[config.mk]
export PLATFORM = sky130hd
export DESIGN_NAME = gsec_top
export DESIGN_NICKNAME = d
export VERILOG_FILES = /design/src/gsec_pkg.sv /design/src/gsec_top.sv
export SDC_FILE = /design/constraint.sdc
export NUM_CORES = 1
export LEC_CHECK = 0
export BUFFER_PORTS_ARGS = -buffer_cell sky130_fd_sc_hd__buf_2
export CAP_MARGIN = 20
export CORE_UTILIZATION = 35
export CTS_BUF_LIST = sky130_fd_sc_hd__clkbuf_4 sky130_fd_sc_hd__clkbuf_8
export DETAILED_ROUTE_END_ITERATION = 8
export PLACE_DENSITY_LB_ADDON = 0.15
export SETUP_SLACK_MARGIN = 0.5
export SYNTH_ARGS = -nofsm -noshare
export SYNTH_HDL_FRONTEND = slang
export SYNTH_SLANG_ARGS = --single-unit
[constraint.sdc]
create_clock -name clk_i -period 1.45 [get_ports clk_i]
set_input_delay 0.29 -clock clk_i [delete_from_list [all_inputs] [get_ports clk_i]]
set_output_delay 0.29 -clock clk_i [all_outputs]
set_load 0.03 [all_outputs]
[src/gsec_pkg.sv]
// package for the service-request, status and end-marker block
// Summary of operation
// - With end marker on, drive end-or-identify with the last byte of each string.
// - End marker setting: zero asserts on last byte, one suppresses entirely.
// - Reset, device clear or selected clear restore end marker to assert-on-last.
// - Dump formats assert end-or-identify only on the final byte of the whole dump.
// - Formats zero and one report display location; two and three the buffer pointer.
// - Dump formats assemble the whole buffer before the first byte goes out.
// - Flag error on illegal command, illegal option, or programming while not remote.
// - Flag over-limit whenever the compliance limit is exceeded.
// - Flag end-of-buffer when a running program reaches end of memory.
// - Flag end-of-dwell each time a dwell interval expires while running.
// - Flag port-change whenever any auxiliary input line changes.
// - Reset, device clear or selected clear zero the service-request mask.
// - Mask value 0 to 31 is written by the controller and loaded whole.
// - Mask weights: 1 error, 2 over-limit, 4 end-buffer, 8 dwell, 16 port.
// - Any event with its mask bit set raises service request.
// - Status byte is returned on serial poll; only path to event information.
// - Status bit 6 set when this device requests service.
// - With status bit 5 set, bits 0 to 3 carry error flags.
// - With status bit 5 clear, bits 0 to 3 carry data flags.
// - Error bits: command, option, not remote, unused; data: limit, buffer, dwell, port.
// - Service request stays asserted until the status byte is read by serial poll, or until reset or device clear.
package gsec_pkg;
  localparam int unsigned MASK_W = 5;
  localparam logic [MASK_W-1:0] MASK_RESET = 5'h00;
  localparam logic [4:0] MASK_MAX = 5'h1f;
  localparam int unsigned BIT_ERR = 0;
  localparam int unsigned BIT_LIMIT = 1;
  localparam int unsigned BIT_BUF = 2;
  localparam int unsigned BIT_DWELL = 3;
  localparam int unsigned BIT_PORT = 4;
  localparam int unsigned SB_RQS = 6;
  localparam int unsigned SB_ERR = 5;
  localparam logic end_marker_on = 1'b0;
  localparam logic end_marker_off = 1'b1;
  localparam logic [7:0] SB_ZERO = 8'h00;

  typedef enum logic [2:0] {
    format_location_prefixed = 3'b000,
    format_location_bare = 3'b001,
    format_buffer_prefixed = 3'b010,
    format_buffer_bare = 3'b011,
    format_dump_prefixed = 3'b100,
    format_dump_bare = 3'b101
  } gsec_format_type;

  typedef enum logic [1:0] {
    GSEC_IDLE = 2'b00,
    GSEC_ASSEMBLE = 2'b01,
    GSEC_SEND = 2'b10
  } gsec_state_type;

  // error sources arriving as one-cycle pulses
  typedef struct packed {
    logic illegal_command_flag;
    logic illegal_option_flag;
    logic not_remote;
  } gsec_err_type;

  // outgoing byte with its end-or-identify mark
  typedef struct packed {
    logic [7:0] data;
    logic eoi;
  } gsec_byte_type;
endpackage : gsec_pkg

[src/gsec_top.sv]
// service request, serial-poll status byte and end-marker control
module gsec_top
  import gsec_pkg::*;
#(
  parameter int unsigned PORT_W = 4,
  parameter int unsigned ADDR_W = 7
) (
  // clock and reset
  input wire logic clk_i,
  input wire logic resetn_i,
  // device clear and selected device clear pulses
  input wire logic dev_clear_i,
  // parsed command strobes
  input wire logic mask_wr_i,
  input wire logic [7:0] mask_val_i,
  input wire logic end_marker_wr_i,
  input wire logic end_marker_val_i,
  input wire logic format_wr_i,
  input wire logic [2:0] format_val_i,
  // internal events
  input wire gsec_err_type err_i,
  input wire logic over_limit_i,
  input wire logic end_of_buffer_i,
  input wire logic dwell_expired_i,
  input wire logic program_running_i,
  input wire logic [PORT_W-1:0] port_in_i,
  // serial poll
  input wire logic spoll_rd_i,
  output logic [7:0] status_byte_o,
  output logic srq_o,
  // talker byte stream from string builder
  input wire logic talk_start_i,
  input wire logic [ADDR_W-1:0] location_ptr_i,
  input wire logic [ADDR_W-1:0] buffer_ptr_i,
  output logic [ADDR_W-1:0] report_ptr_o,
  output logic dump_mode_o,
  input wire logic assembly_done_i,
  input wire logic src_valid_i,
  input wire logic [7:0] src_data_i,
  input wire logic src_last_i,
  input wire logic src_dump_last_i,
  output logic src_ready_o,
  output gsec_byte_type tx_o,
  output logic tx_valid_o,
  input wire logic tx_ready_i,
  output logic format_bad_o
);

  initial begin
    if (PORT_W < 1 || ADDR_W < 1) begin
      $error("gsec_top: widths must be at least one");
    end
  end

  logic [MASK_W-1:0] mask;
  logic end_marker;
  gsec_format_type format;
  logic [3:0] err_flags;
  logic [3:0] data_flags;
  logic [PORT_W-1:0] port_q;
  logic srq;
  gsec_state_type state;
  logic [MASK_W-1:0] events;
  logic is_dump;
  logic ev_err;

  assign ev_err = err_i.illegal_command_flag | err_i.illegal_option_flag | err_i.not_remote;
  assign events[BIT_ERR] = ev_err;
  assign events[BIT_LIMIT] = over_limit_i;
  assign events[BIT_BUF] = end_of_buffer_i & program_running_i;
  assign events[BIT_DWELL] = dwell_expired_i & program_running_i;
  assign events[BIT_PORT] = |(port_in_i ^ port_q);
  assign is_dump = (format == format_dump_prefixed) || (format == format_dump_bare);

  // mask: loaded whole, cleared on reset and device clear
  always_ff @(posedge clk_i or negedge resetn_i) begin
    if (!resetn_i) begin
      mask <= MASK_RESET;
    end else if (dev_clear_i) begin
      mask <= MASK_RESET;
    end else if (mask_wr_i && mask_val_i <= {3'h0, MASK_MAX}) begin
      mask <= mask_val_i[MASK_W-1:0];
    end
  end

  always_ff @(posedge clk_i or negedge resetn_i) begin
    if (!resetn_i) begin
      end_marker <= end_marker_on;
    end else if (dev_clear_i) begin
      end_marker <= end_marker_on;
    end else if (end_marker_wr_i) begin
      end_marker <= end_marker_val_i;
    end
  end

  // out-of-range format codes are refused and flagged
  always_ff @(posedge clk_i or negedge resetn_i) begin
    if (!resetn_i) begin
      format <= format_location_prefixed;
      format_bad_o <= 1'b0;
    end else begin
      format_bad_o <= format_wr_i && format_val_i > 3'h5;
      if (dev_clear_i) begin
        format <= format_location_prefixed;
      end else if (format_wr_i && format_val_i <= 3'h5) begin
        format <= gsec_format_type'(format_val_i);
      end
    end
  end

  // port history: reset loads zero as baseline, so a nonzero first sample counts as a change
  always_ff @(posedge clk_i or negedge resetn_i) begin
    if (!resetn_i) begin
      port_q <= '0;
    end else begin
      port_q <= port_in_i;
    end
  end

  // condition flags; set wins over the poll clear
  always_ff @(posedge clk_i or negedge resetn_i) begin
    if (!resetn_i) begin
      err_flags <= 4'h0;
      data_flags <= 4'h0;
    end else if (dev_clear_i) begin
      err_flags <= 4'h0;
      data_flags <= 4'h0;
    end else begin
      err_flags <= (spoll_rd_i ? 4'h0 : err_flags)
        | {1'b0, err_i.not_remote, err_i.illegal_option_flag, err_i.illegal_command_flag};
      data_flags <= (spoll_rd_i ? 4'h0 : data_flags) | events[BIT_PORT:BIT_LIMIT];
    end
  end

  // request held until polled; a new masked event in the poll cycle keeps it
  always_ff @(posedge clk_i or negedge resetn_i) begin
    if (!resetn_i) begin
      srq <= 1'b0;
    end else if (dev_clear_i) begin
      srq <= 1'b0;
    end else if (|(events & mask)) begin
      srq <= 1'b1;
    end else if (spoll_rd_i) begin
      srq <= 1'b0;
    end
  end

  assign srq_o = srq;

  // status byte is combinational so the poll returns the live picture
  always_comb begin
    status_byte_o = SB_ZERO;
    status_byte_o[SB_RQS] = srq;
    status_byte_o[SB_ERR] = |err_flags;
    status_byte_o[3:0] = (|err_flags) ? err_flags : data_flags;
  end

  always_ff @(posedge clk_i or negedge resetn_i) begin
    if (!resetn_i) begin
      report_ptr_o <= '0;
    end else if (format == format_location_prefixed || format == format_location_bare) begin
      report_ptr_o <= location_ptr_i;
    end else begin
      report_ptr_o <= buffer_ptr_i;
    end
  end

  assign dump_mode_o = is_dump;

  // talker: dump formats wait for the whole buffer to be built first
  always_ff @(posedge clk_i or negedge resetn_i) begin
    if (!resetn_i) begin
      state <= GSEC_IDLE;
    end else begin
      unique case (state)
        GSEC_IDLE: begin
          if (talk_start_i) begin
            state <= is_dump ? GSEC_ASSEMBLE : GSEC_SEND;
          end
        end
        GSEC_ASSEMBLE: begin
          if (assembly_done_i) begin
            state <= GSEC_SEND;
          end
        end
        GSEC_SEND: begin
          if (src_valid_i && src_ready_o && (is_dump ? src_dump_last_i : src_last_i)) begin
            state <= GSEC_IDLE;
          end
        end
        default: state <= GSEC_IDLE;
      endcase
    end
  end

  // single-entry output register, refilled when drained
  assign src_ready_o = (state == GSEC_SEND) && (!tx_valid_o || tx_ready_i);

  always_ff @(posedge clk_i or negedge resetn_i) begin
    if (!resetn_i) begin
      tx_o <= '0;
      tx_valid_o <= 1'b0;
    end else begin
      if (src_valid_i && src_ready_o) begin
        tx_o.data <= src_data_i;
        tx_o.eoi <= (end_marker == end_marker_on)
          && (is_dump ? src_dump_last_i : src_last_i);
        tx_valid_o <= 1'b1;
      end else if (tx_ready_i) begin
        tx_valid_o <= 1'b0;
      end
    end
  end

  mask_clear_a: assert property (@(posedge clk_i) disable iff (!resetn_i)
    dev_clear_i |=> mask == MASK_RESET && end_marker == end_marker_on)
    else $error("clear did not reset mask or end marker");
  mask_load_a: assert property (@(posedge clk_i) disable iff (!resetn_i)
    mask_wr_i && !dev_clear_i && mask_val_i <= 8'h1f |=> mask == $past(mask_val_i[4:0]))
    else $error("mask not loaded whole");
  srq_raise_a: assert property (@(posedge clk_i) disable iff (!resetn_i)
    !dev_clear_i && |(events & mask) |=> srq_o)
    else $error("masked event did not raise request");
  srq_none_a: assert property (@(posedge clk_i) disable iff (!resetn_i)
    mask == 5'h00 && !srq_o && !mask_wr_i |=> !srq_o)
    else $error("request raised with empty mask");
  srq_hold_a: assert property (@(posedge clk_i) disable iff (!resetn_i)
    srq_o && !spoll_rd_i && !dev_clear_i |=> srq_o)
    else $error("request dropped before poll");
  rqs_bit_a: assert property (@(posedge clk_i) disable iff (!resetn_i)
    status_byte_o[6] == srq_o && status_byte_o[7] == 1'b0 && status_byte_o[4] == 1'b0)
    else $error("status bits 6, 7 or 4 wrong");
  err_view_a: assert property (@(posedge clk_i) disable iff (!resetn_i)
    !dev_clear_i && err_i.illegal_command_flag |=> status_byte_o[5] && status_byte_o[0])
    else $error("illegal command not shown");
  eoi_off_a: assert property (@(posedge clk_i) disable iff (!resetn_i)
    tx_valid_o && end_marker == end_marker_off && $stable(end_marker) |-> !tx_o.eoi)
    else $error("end marker sent while suppressed");
  dump_eoi_a: assert property (@(posedge clk_i) disable iff (!resetn_i)
    src_valid_i && src_ready_o && is_dump && !src_dump_last_i |=> !tx_o.eoi)
    else $error("end marker inside dump");
  dump_wait_a: assert property (@(posedge clk_i) disable iff (!resetn_i)
    state == GSEC_ASSEMBLE && !assembly_done_i |=> !src_ready_o)
    else $error("dump sent before assembly");
  ptr_sel_a: assert property (@(posedge clk_i) disable iff (!resetn_i)
    format == format_buffer_bare && $stable(format) |=> report_ptr_o == $past(buffer_ptr_i))
    else $error("buffer pointer not reported");

  // end-marker and mask loading
  marker_load_a: assert property (@(posedge clk_i) disable iff (!resetn_i)
    end_marker_wr_i && !dev_clear_i |=> end_marker == $past(end_marker_val_i))
    else $error("end marker setting not loaded");

  mask_refuse_a: assert property (@(posedge clk_i) disable iff (!resetn_i)
    mask_wr_i && !dev_clear_i && mask_val_i > 8'h1f |=> $stable(mask))
    else $error("out of range mask accepted");

  srq_clear_a: assert property (@(posedge clk_i) disable iff (!resetn_i)
    dev_clear_i |=> !srq_o)
    else $error("clear did not drop request");

  err_event_a: assert property (@(posedge clk_i) disable iff (!resetn_i)
    ev_err && mask[BIT_ERR] && !dev_clear_i |=> srq_o)
    else $error("masked error did not raise request");

  // poll releases request and flags unless a new event lands
  poll_release_a: assert property (@(posedge clk_i) disable iff (!resetn_i)
    spoll_rd_i && !dev_clear_i && !(|(events & mask)) |=> !srq_o)
    else $error("request not released by poll");

  poll_flags_a: assert property (@(posedge clk_i) disable iff (!resetn_i)
    spoll_rd_i && !dev_clear_i && !ev_err && !(|events[BIT_PORT:BIT_LIMIT])
    |=> status_byte_o[5:0] == 6'h00)
    else $error("poll did not clear flags");

  status_zero_a: assert property (@(posedge clk_i) disable iff (!resetn_i)
    !srq_o && err_flags == 4'h0 && data_flags == 4'h0 |-> status_byte_o == SB_ZERO)
    else $error("status byte not zero when idle");

  // flag meanings
  err_option_a: assert property (@(posedge clk_i) disable iff (!resetn_i)
    !dev_clear_i && err_i.illegal_option_flag |=> status_byte_o[5] && status_byte_o[1])
    else $error("illegal option not shown");

  err_remote_a: assert property (@(posedge clk_i) disable iff (!resetn_i)
    !dev_clear_i && err_i.not_remote |=> status_byte_o[5] && status_byte_o[2])
    else $error("not remote not shown");

  err_unused_a: assert property (@(posedge clk_i) disable iff (!resetn_i)
    status_byte_o[5] |-> !status_byte_o[3])
    else $error("unused error bit set");

  data_view_a: assert property (@(posedge clk_i) disable iff (!resetn_i)
    !status_byte_o[5] |-> status_byte_o[3:0] == data_flags)
    else $error("data flags not shown");

  limit_flag_a: assert property (@(posedge clk_i) disable iff (!resetn_i)
    !dev_clear_i && over_limit_i |=> data_flags[0])
    else $error("over limit not flagged");

  buffer_flag_a: assert property (@(posedge clk_i) disable iff (!resetn_i)
    !dev_clear_i && end_of_buffer_i && program_running_i |=> data_flags[1])
    else $error("end of buffer not flagged");

  dwell_flag_a: assert property (@(posedge clk_i) disable iff (!resetn_i)
    !dev_clear_i && dwell_expired_i && program_running_i |=> data_flags[2])
    else $error("end of dwell not flagged");

  port_flag_a: assert property (@(posedge clk_i) disable iff (!resetn_i)
    !dev_clear_i && port_in_i != port_q |=> data_flags[3])
    else $error("port change not flagged");

  // format and pointer selection
  ptr_loc_a: assert property (@(posedge clk_i) disable iff (!resetn_i)
    format == format_location_prefixed && $stable(format)
    |=> report_ptr_o == $past(location_ptr_i))
    else $error("location pointer not reported");

  fmt_refuse_a: assert property (@(posedge clk_i) disable iff (!resetn_i)
    format_wr_i && !dev_clear_i && format_val_i > 3'h5 |=> format_bad_o && $stable(format))
    else $error("bad format not refused");

  fmt_clear_a: assert property (@(posedge clk_i) disable iff (!resetn_i)
    dev_clear_i |=> format == format_location_prefixed)
    else $error("clear did not restore format");

  // talker stream
  idle_ready_a: assert property (@(posedge clk_i) disable iff (!resetn_i)
    state == GSEC_IDLE |-> !src_ready_o)
    else $error("byte taken while idle");

  eoi_last_a: assert property (@(posedge clk_i) disable iff (!resetn_i)
    src_valid_i && src_ready_o && !is_dump && src_last_i && end_marker == end_marker_on
    |=> tx_o.eoi)
    else $error("last byte lacks end marker");

  dump_last_a: assert property (@(posedge clk_i) disable iff (!resetn_i)
    src_valid_i && src_ready_o && is_dump && src_dump_last_i && end_marker == end_marker_on
    |=> tx_o.eoi)
    else $error("dump end lacks end marker");

  tx_hold_a: assert property (@(posedge clk_i) disable iff (!resetn_i)
    tx_valid_o && !tx_ready_i |=> tx_valid_o && $stable(tx_o))
    else $error("byte changed before taken");

endmodule : gsec_top

==> results by group <==
Run status
  • Status: finished, violations left
  • Violated checks: design-rule violations, negative hold slack, negative setup slack

Yosys
  • Post-synthesis async set-or-reset flop share: between 90% and 100%
  • Mapped Area: around 0.0017 mm^2
  • Fraction of the mapped netlist area in adder cells: 0%
  • Post-synth top area cell: dfrtp_1
  • Seq cells post-synth: 40
  • Count leader, synth: dfrtp_1
  • Area contributors post-synth: dfrtp_1 60%, mux2_2 11%, mux2i_1 4.2%
  • Synth cell count leaders: 40 x dfrtp_1, 17 x nor2_1, 16 x mux2_2
  • Synth warn: 0
  • Synth Area in Compound Gates: under 10%
  • Sequential-to-total area share from yosys stat: 60.2%
  • Synth top area share: 60.2%
  • Syn Area/Cell: ~13 um^2
  • Syn Inst Count: 132
  • Post-synthesis xor/xnor area fraction: under 10%
  • Post-synthesis cell type count: 30
  • Main combinational cell family by area after synthesis: multiplexers
  • Count of flip-flops with a built-in enable after synthesis: 0
  • Predominant post-synthesis flop cell: dfrtp_1
  • Mux contribution to synthesized area: between 15 and 20%
  • Synth Area in Simple Gates: between 10% and 20%

STA
  • RSZ-0062 raised after global routing: true
  • Hold Vio Cnt, Final: 18
  • Fmax: about 660 MHz
  • Final Skew: roughly 0.0087 ns
  • Tmin final: 1.52 ns
  • Hold Slack: -0.0512 ns
  • Final setup violation count: 5
  • Fin. max-slew vios: 0
  • PnR worst setup slack: -0.0725 ns
  • Period utilisation layout: 105%

Routing
  • Post-DRT Antenna Nets: 0
  • DRT Wirelength: around 4200 um
  • TritonRoute pass-1 iters: 6
  • Via Count: ~1400
  • Drt drc: 8
  • Initial drt markers: 44
  • Vias per inst: 4.84
  • Routed length per instance: ~14 um

Pwr
  • Internal: approximately 2700 uW
  • Switching share of power: about a third
  • Leakage Power: 0.00143 uW
  • Logic pwr share: 44.6%
  • Clock power frac: ~18%
  • P_sw: around 1300 uW
  • Power Density: around 1400 mW/mm^2
  • Power share of the sequential group: 37.6%
  • Maximum vdd drop: between 0.8 and 0.9 mV

Cells and area
  • Post-layout net count: a little over 300
  • Proportion of layout cells with a drive suffix above 1: about two thirds
  • Syn-to-layout area delta: 69.3%
  • ANT cells: 0

Floorplanning
  • Die height: slightly above 70 um
  • Io pins: 87
  • Die area: just over 0.005 mm^2
  • Initial Utilization: 37.4%
  • Die Wd: just over 70 um
  • Area of the core: 0.00444 mm^2
  • Row count: 24

Clock tree
  • Clock edge transition at the registers on the reported setup and hold paths: about 0.07 ns
  • Number of CTS-inserted buffers: 5
  • Root buf cell: clkbuf_8
  • CTS Buffer Depth: 2
  • CTS sink count: 40
  • CTS tree: built
  • Worst skew pair latency: around 0.28 ns
  • H-tree depth: 2

Placement
  • HPWL after DPL: about 2900 um
  • Placer's final routability congestion estimate: between 0.7 and 0.8
  • Post-place setup slack: about 0.052 ns
  • IO Port Bufs: slightly above 80

GRT
  • Largest net degree at the start of global routing: 23
  • Global-route wire length before repair: approximately 6900 um
  • Vias in the first global route: around 1600
  • Global-route usage over all layers: 18.0%
  • Grt ovf: 0
  • Initial antenna violation count: 0

Critical path
  • Worst Setup Start Kind: flip-flop
  • Critical path origin: err_flags[1]
  • WP data required: ~1.2 ns
  • Worst r2r src: tx_valid_o
  • WP data arrival: around 1.2 ns
  • Crit Path Max Fanout: 4
  • CP endpoint kind: output pin
  • Setup Crit Path Kind: flip-flop to output pin

Worst hold path
  • HP Class: input pin to async pin

Flow run
  • Max-cap violations: 0
## critical path, stage by stage (launching register included)
cell,delay (ns)
dfrtp_1,0.41
nor3_4,0.24
and2_4,0.18
buf_6,0.12
## registers in the layout (all words and copies together) (netlist names)
register and flops:
data_flags 4, format_bad_o 1, report_ptr_o 7, state 2, srq_o 1, end_marker 1
tx_o 9, tx_valid_o 1, err_flags 3, format 2, mask 5, port_q 4
## cell usage in the layout, fill, tap and decap left out, types with 2 or more instances in the layout
cell type / synthesis / routed
nand2_2: 0 / 3
xor2_1: 4 / 3
nor2_1: 17 / 15
a21o_2: 0 / 3
nor2_4: 0 / 2
a21oi_1: 5 / 5
buf_12: 0 / 2
buf_4: 4 / 14
buf_6: 0 / 40
a22oi_1: 3 / 3
clkbuf_8: 0 / 5
nand2b_1: 3 / 2
mux2i_1: 7 / 6
nor2b_1: 2 / 2
and3_1: 2 / 2
dfrtp_1: 40 / 36
clkbuf_4: 0 / 2
conb_1: 1 / 2
nor3_1: 3 / 2
dfrtp_2: 0 / 4
buf_2: 0 / 54
mux2_4: 0 / 16
## metal layers
metal,part of all wire [%],vias to the layer above,track usage (%)
met5,0,-,0
met4,1.2,0,6.00
met3,8.3,7,6.27
met2,55,61,33.8
met1,36,691,18.6
li1,-,673,-
## kinds of logic (layout without fill, tap and decap cells)
group | count (synthesis) | count (layout)
muxes | 23 | 23
AOI/OAI and AO/OA | 16 | 16
xor gates and xnor gates | 4 | 4
DFF | 40 | 40
buffers and inverters | 8 | 119
and+or+nand+nor | 40 | 40
other | 1 | 2
## through the flow
stage          TNS [ns]  cell area [um^2]  util, %  total power [uW]  cells
5_1_grt          -0.672              2810     63.3              4170    296
3_3_place_gp          0              2210     49.7              2520    266
4_1_cts          -0.337              2700     60.8              3840    287
6_report         -0.296              2810     63.3              3960    296
3_5_place_dp          0              2210     49.7              2560    266
2_1_floorplan         0              1730        -              2190    133
## layout make-up
type,count,area (um^2)
Timing Repair Buffer,110,866
Multi-Input combinational cell,85,785
Sequential cell,40,1010
Fill cell,373,1630
Clock buffer,7,83.8
Inverter,2,7.51
Tap cell,52,65.1
## path summary, 6_finish.rpt
kind	cells after the start	end	slack (ns)
setup / recovery	3	status_byte_o[3]	-0.07
hold / removal	1	data_flags[0]	-0.05
setup reg to reg	4	tx_o[5]	0.12
hold reg to reg	1	tx_o[0]	0.51
max in group asynchronous	2	format[1]	1.01
min in group clk_i	1	port_q[3]	0.15
## power groups by stage
stage	clock network (uW)	registers (uW)	logic [uW]
2_1_floorplan	0	1760	426
3_3_place_gp	0	1440	1090
3_5_place_dp	0	1450	1110
4_1_cts	731	1480	1630
5_1_grt	793	1510	1860
6_report	704	1490	1770
## repair_timing
action                     4_1_cts  5_1_grt
resized for setup               83       11
setup buffers                   14        9
hold endpoints to repair        18       18
gates cloned                     0        0
pin swaps                        9        6
setup endpoints to repair       49       51
Note: power is estimated with default switching activity, not from simulation.
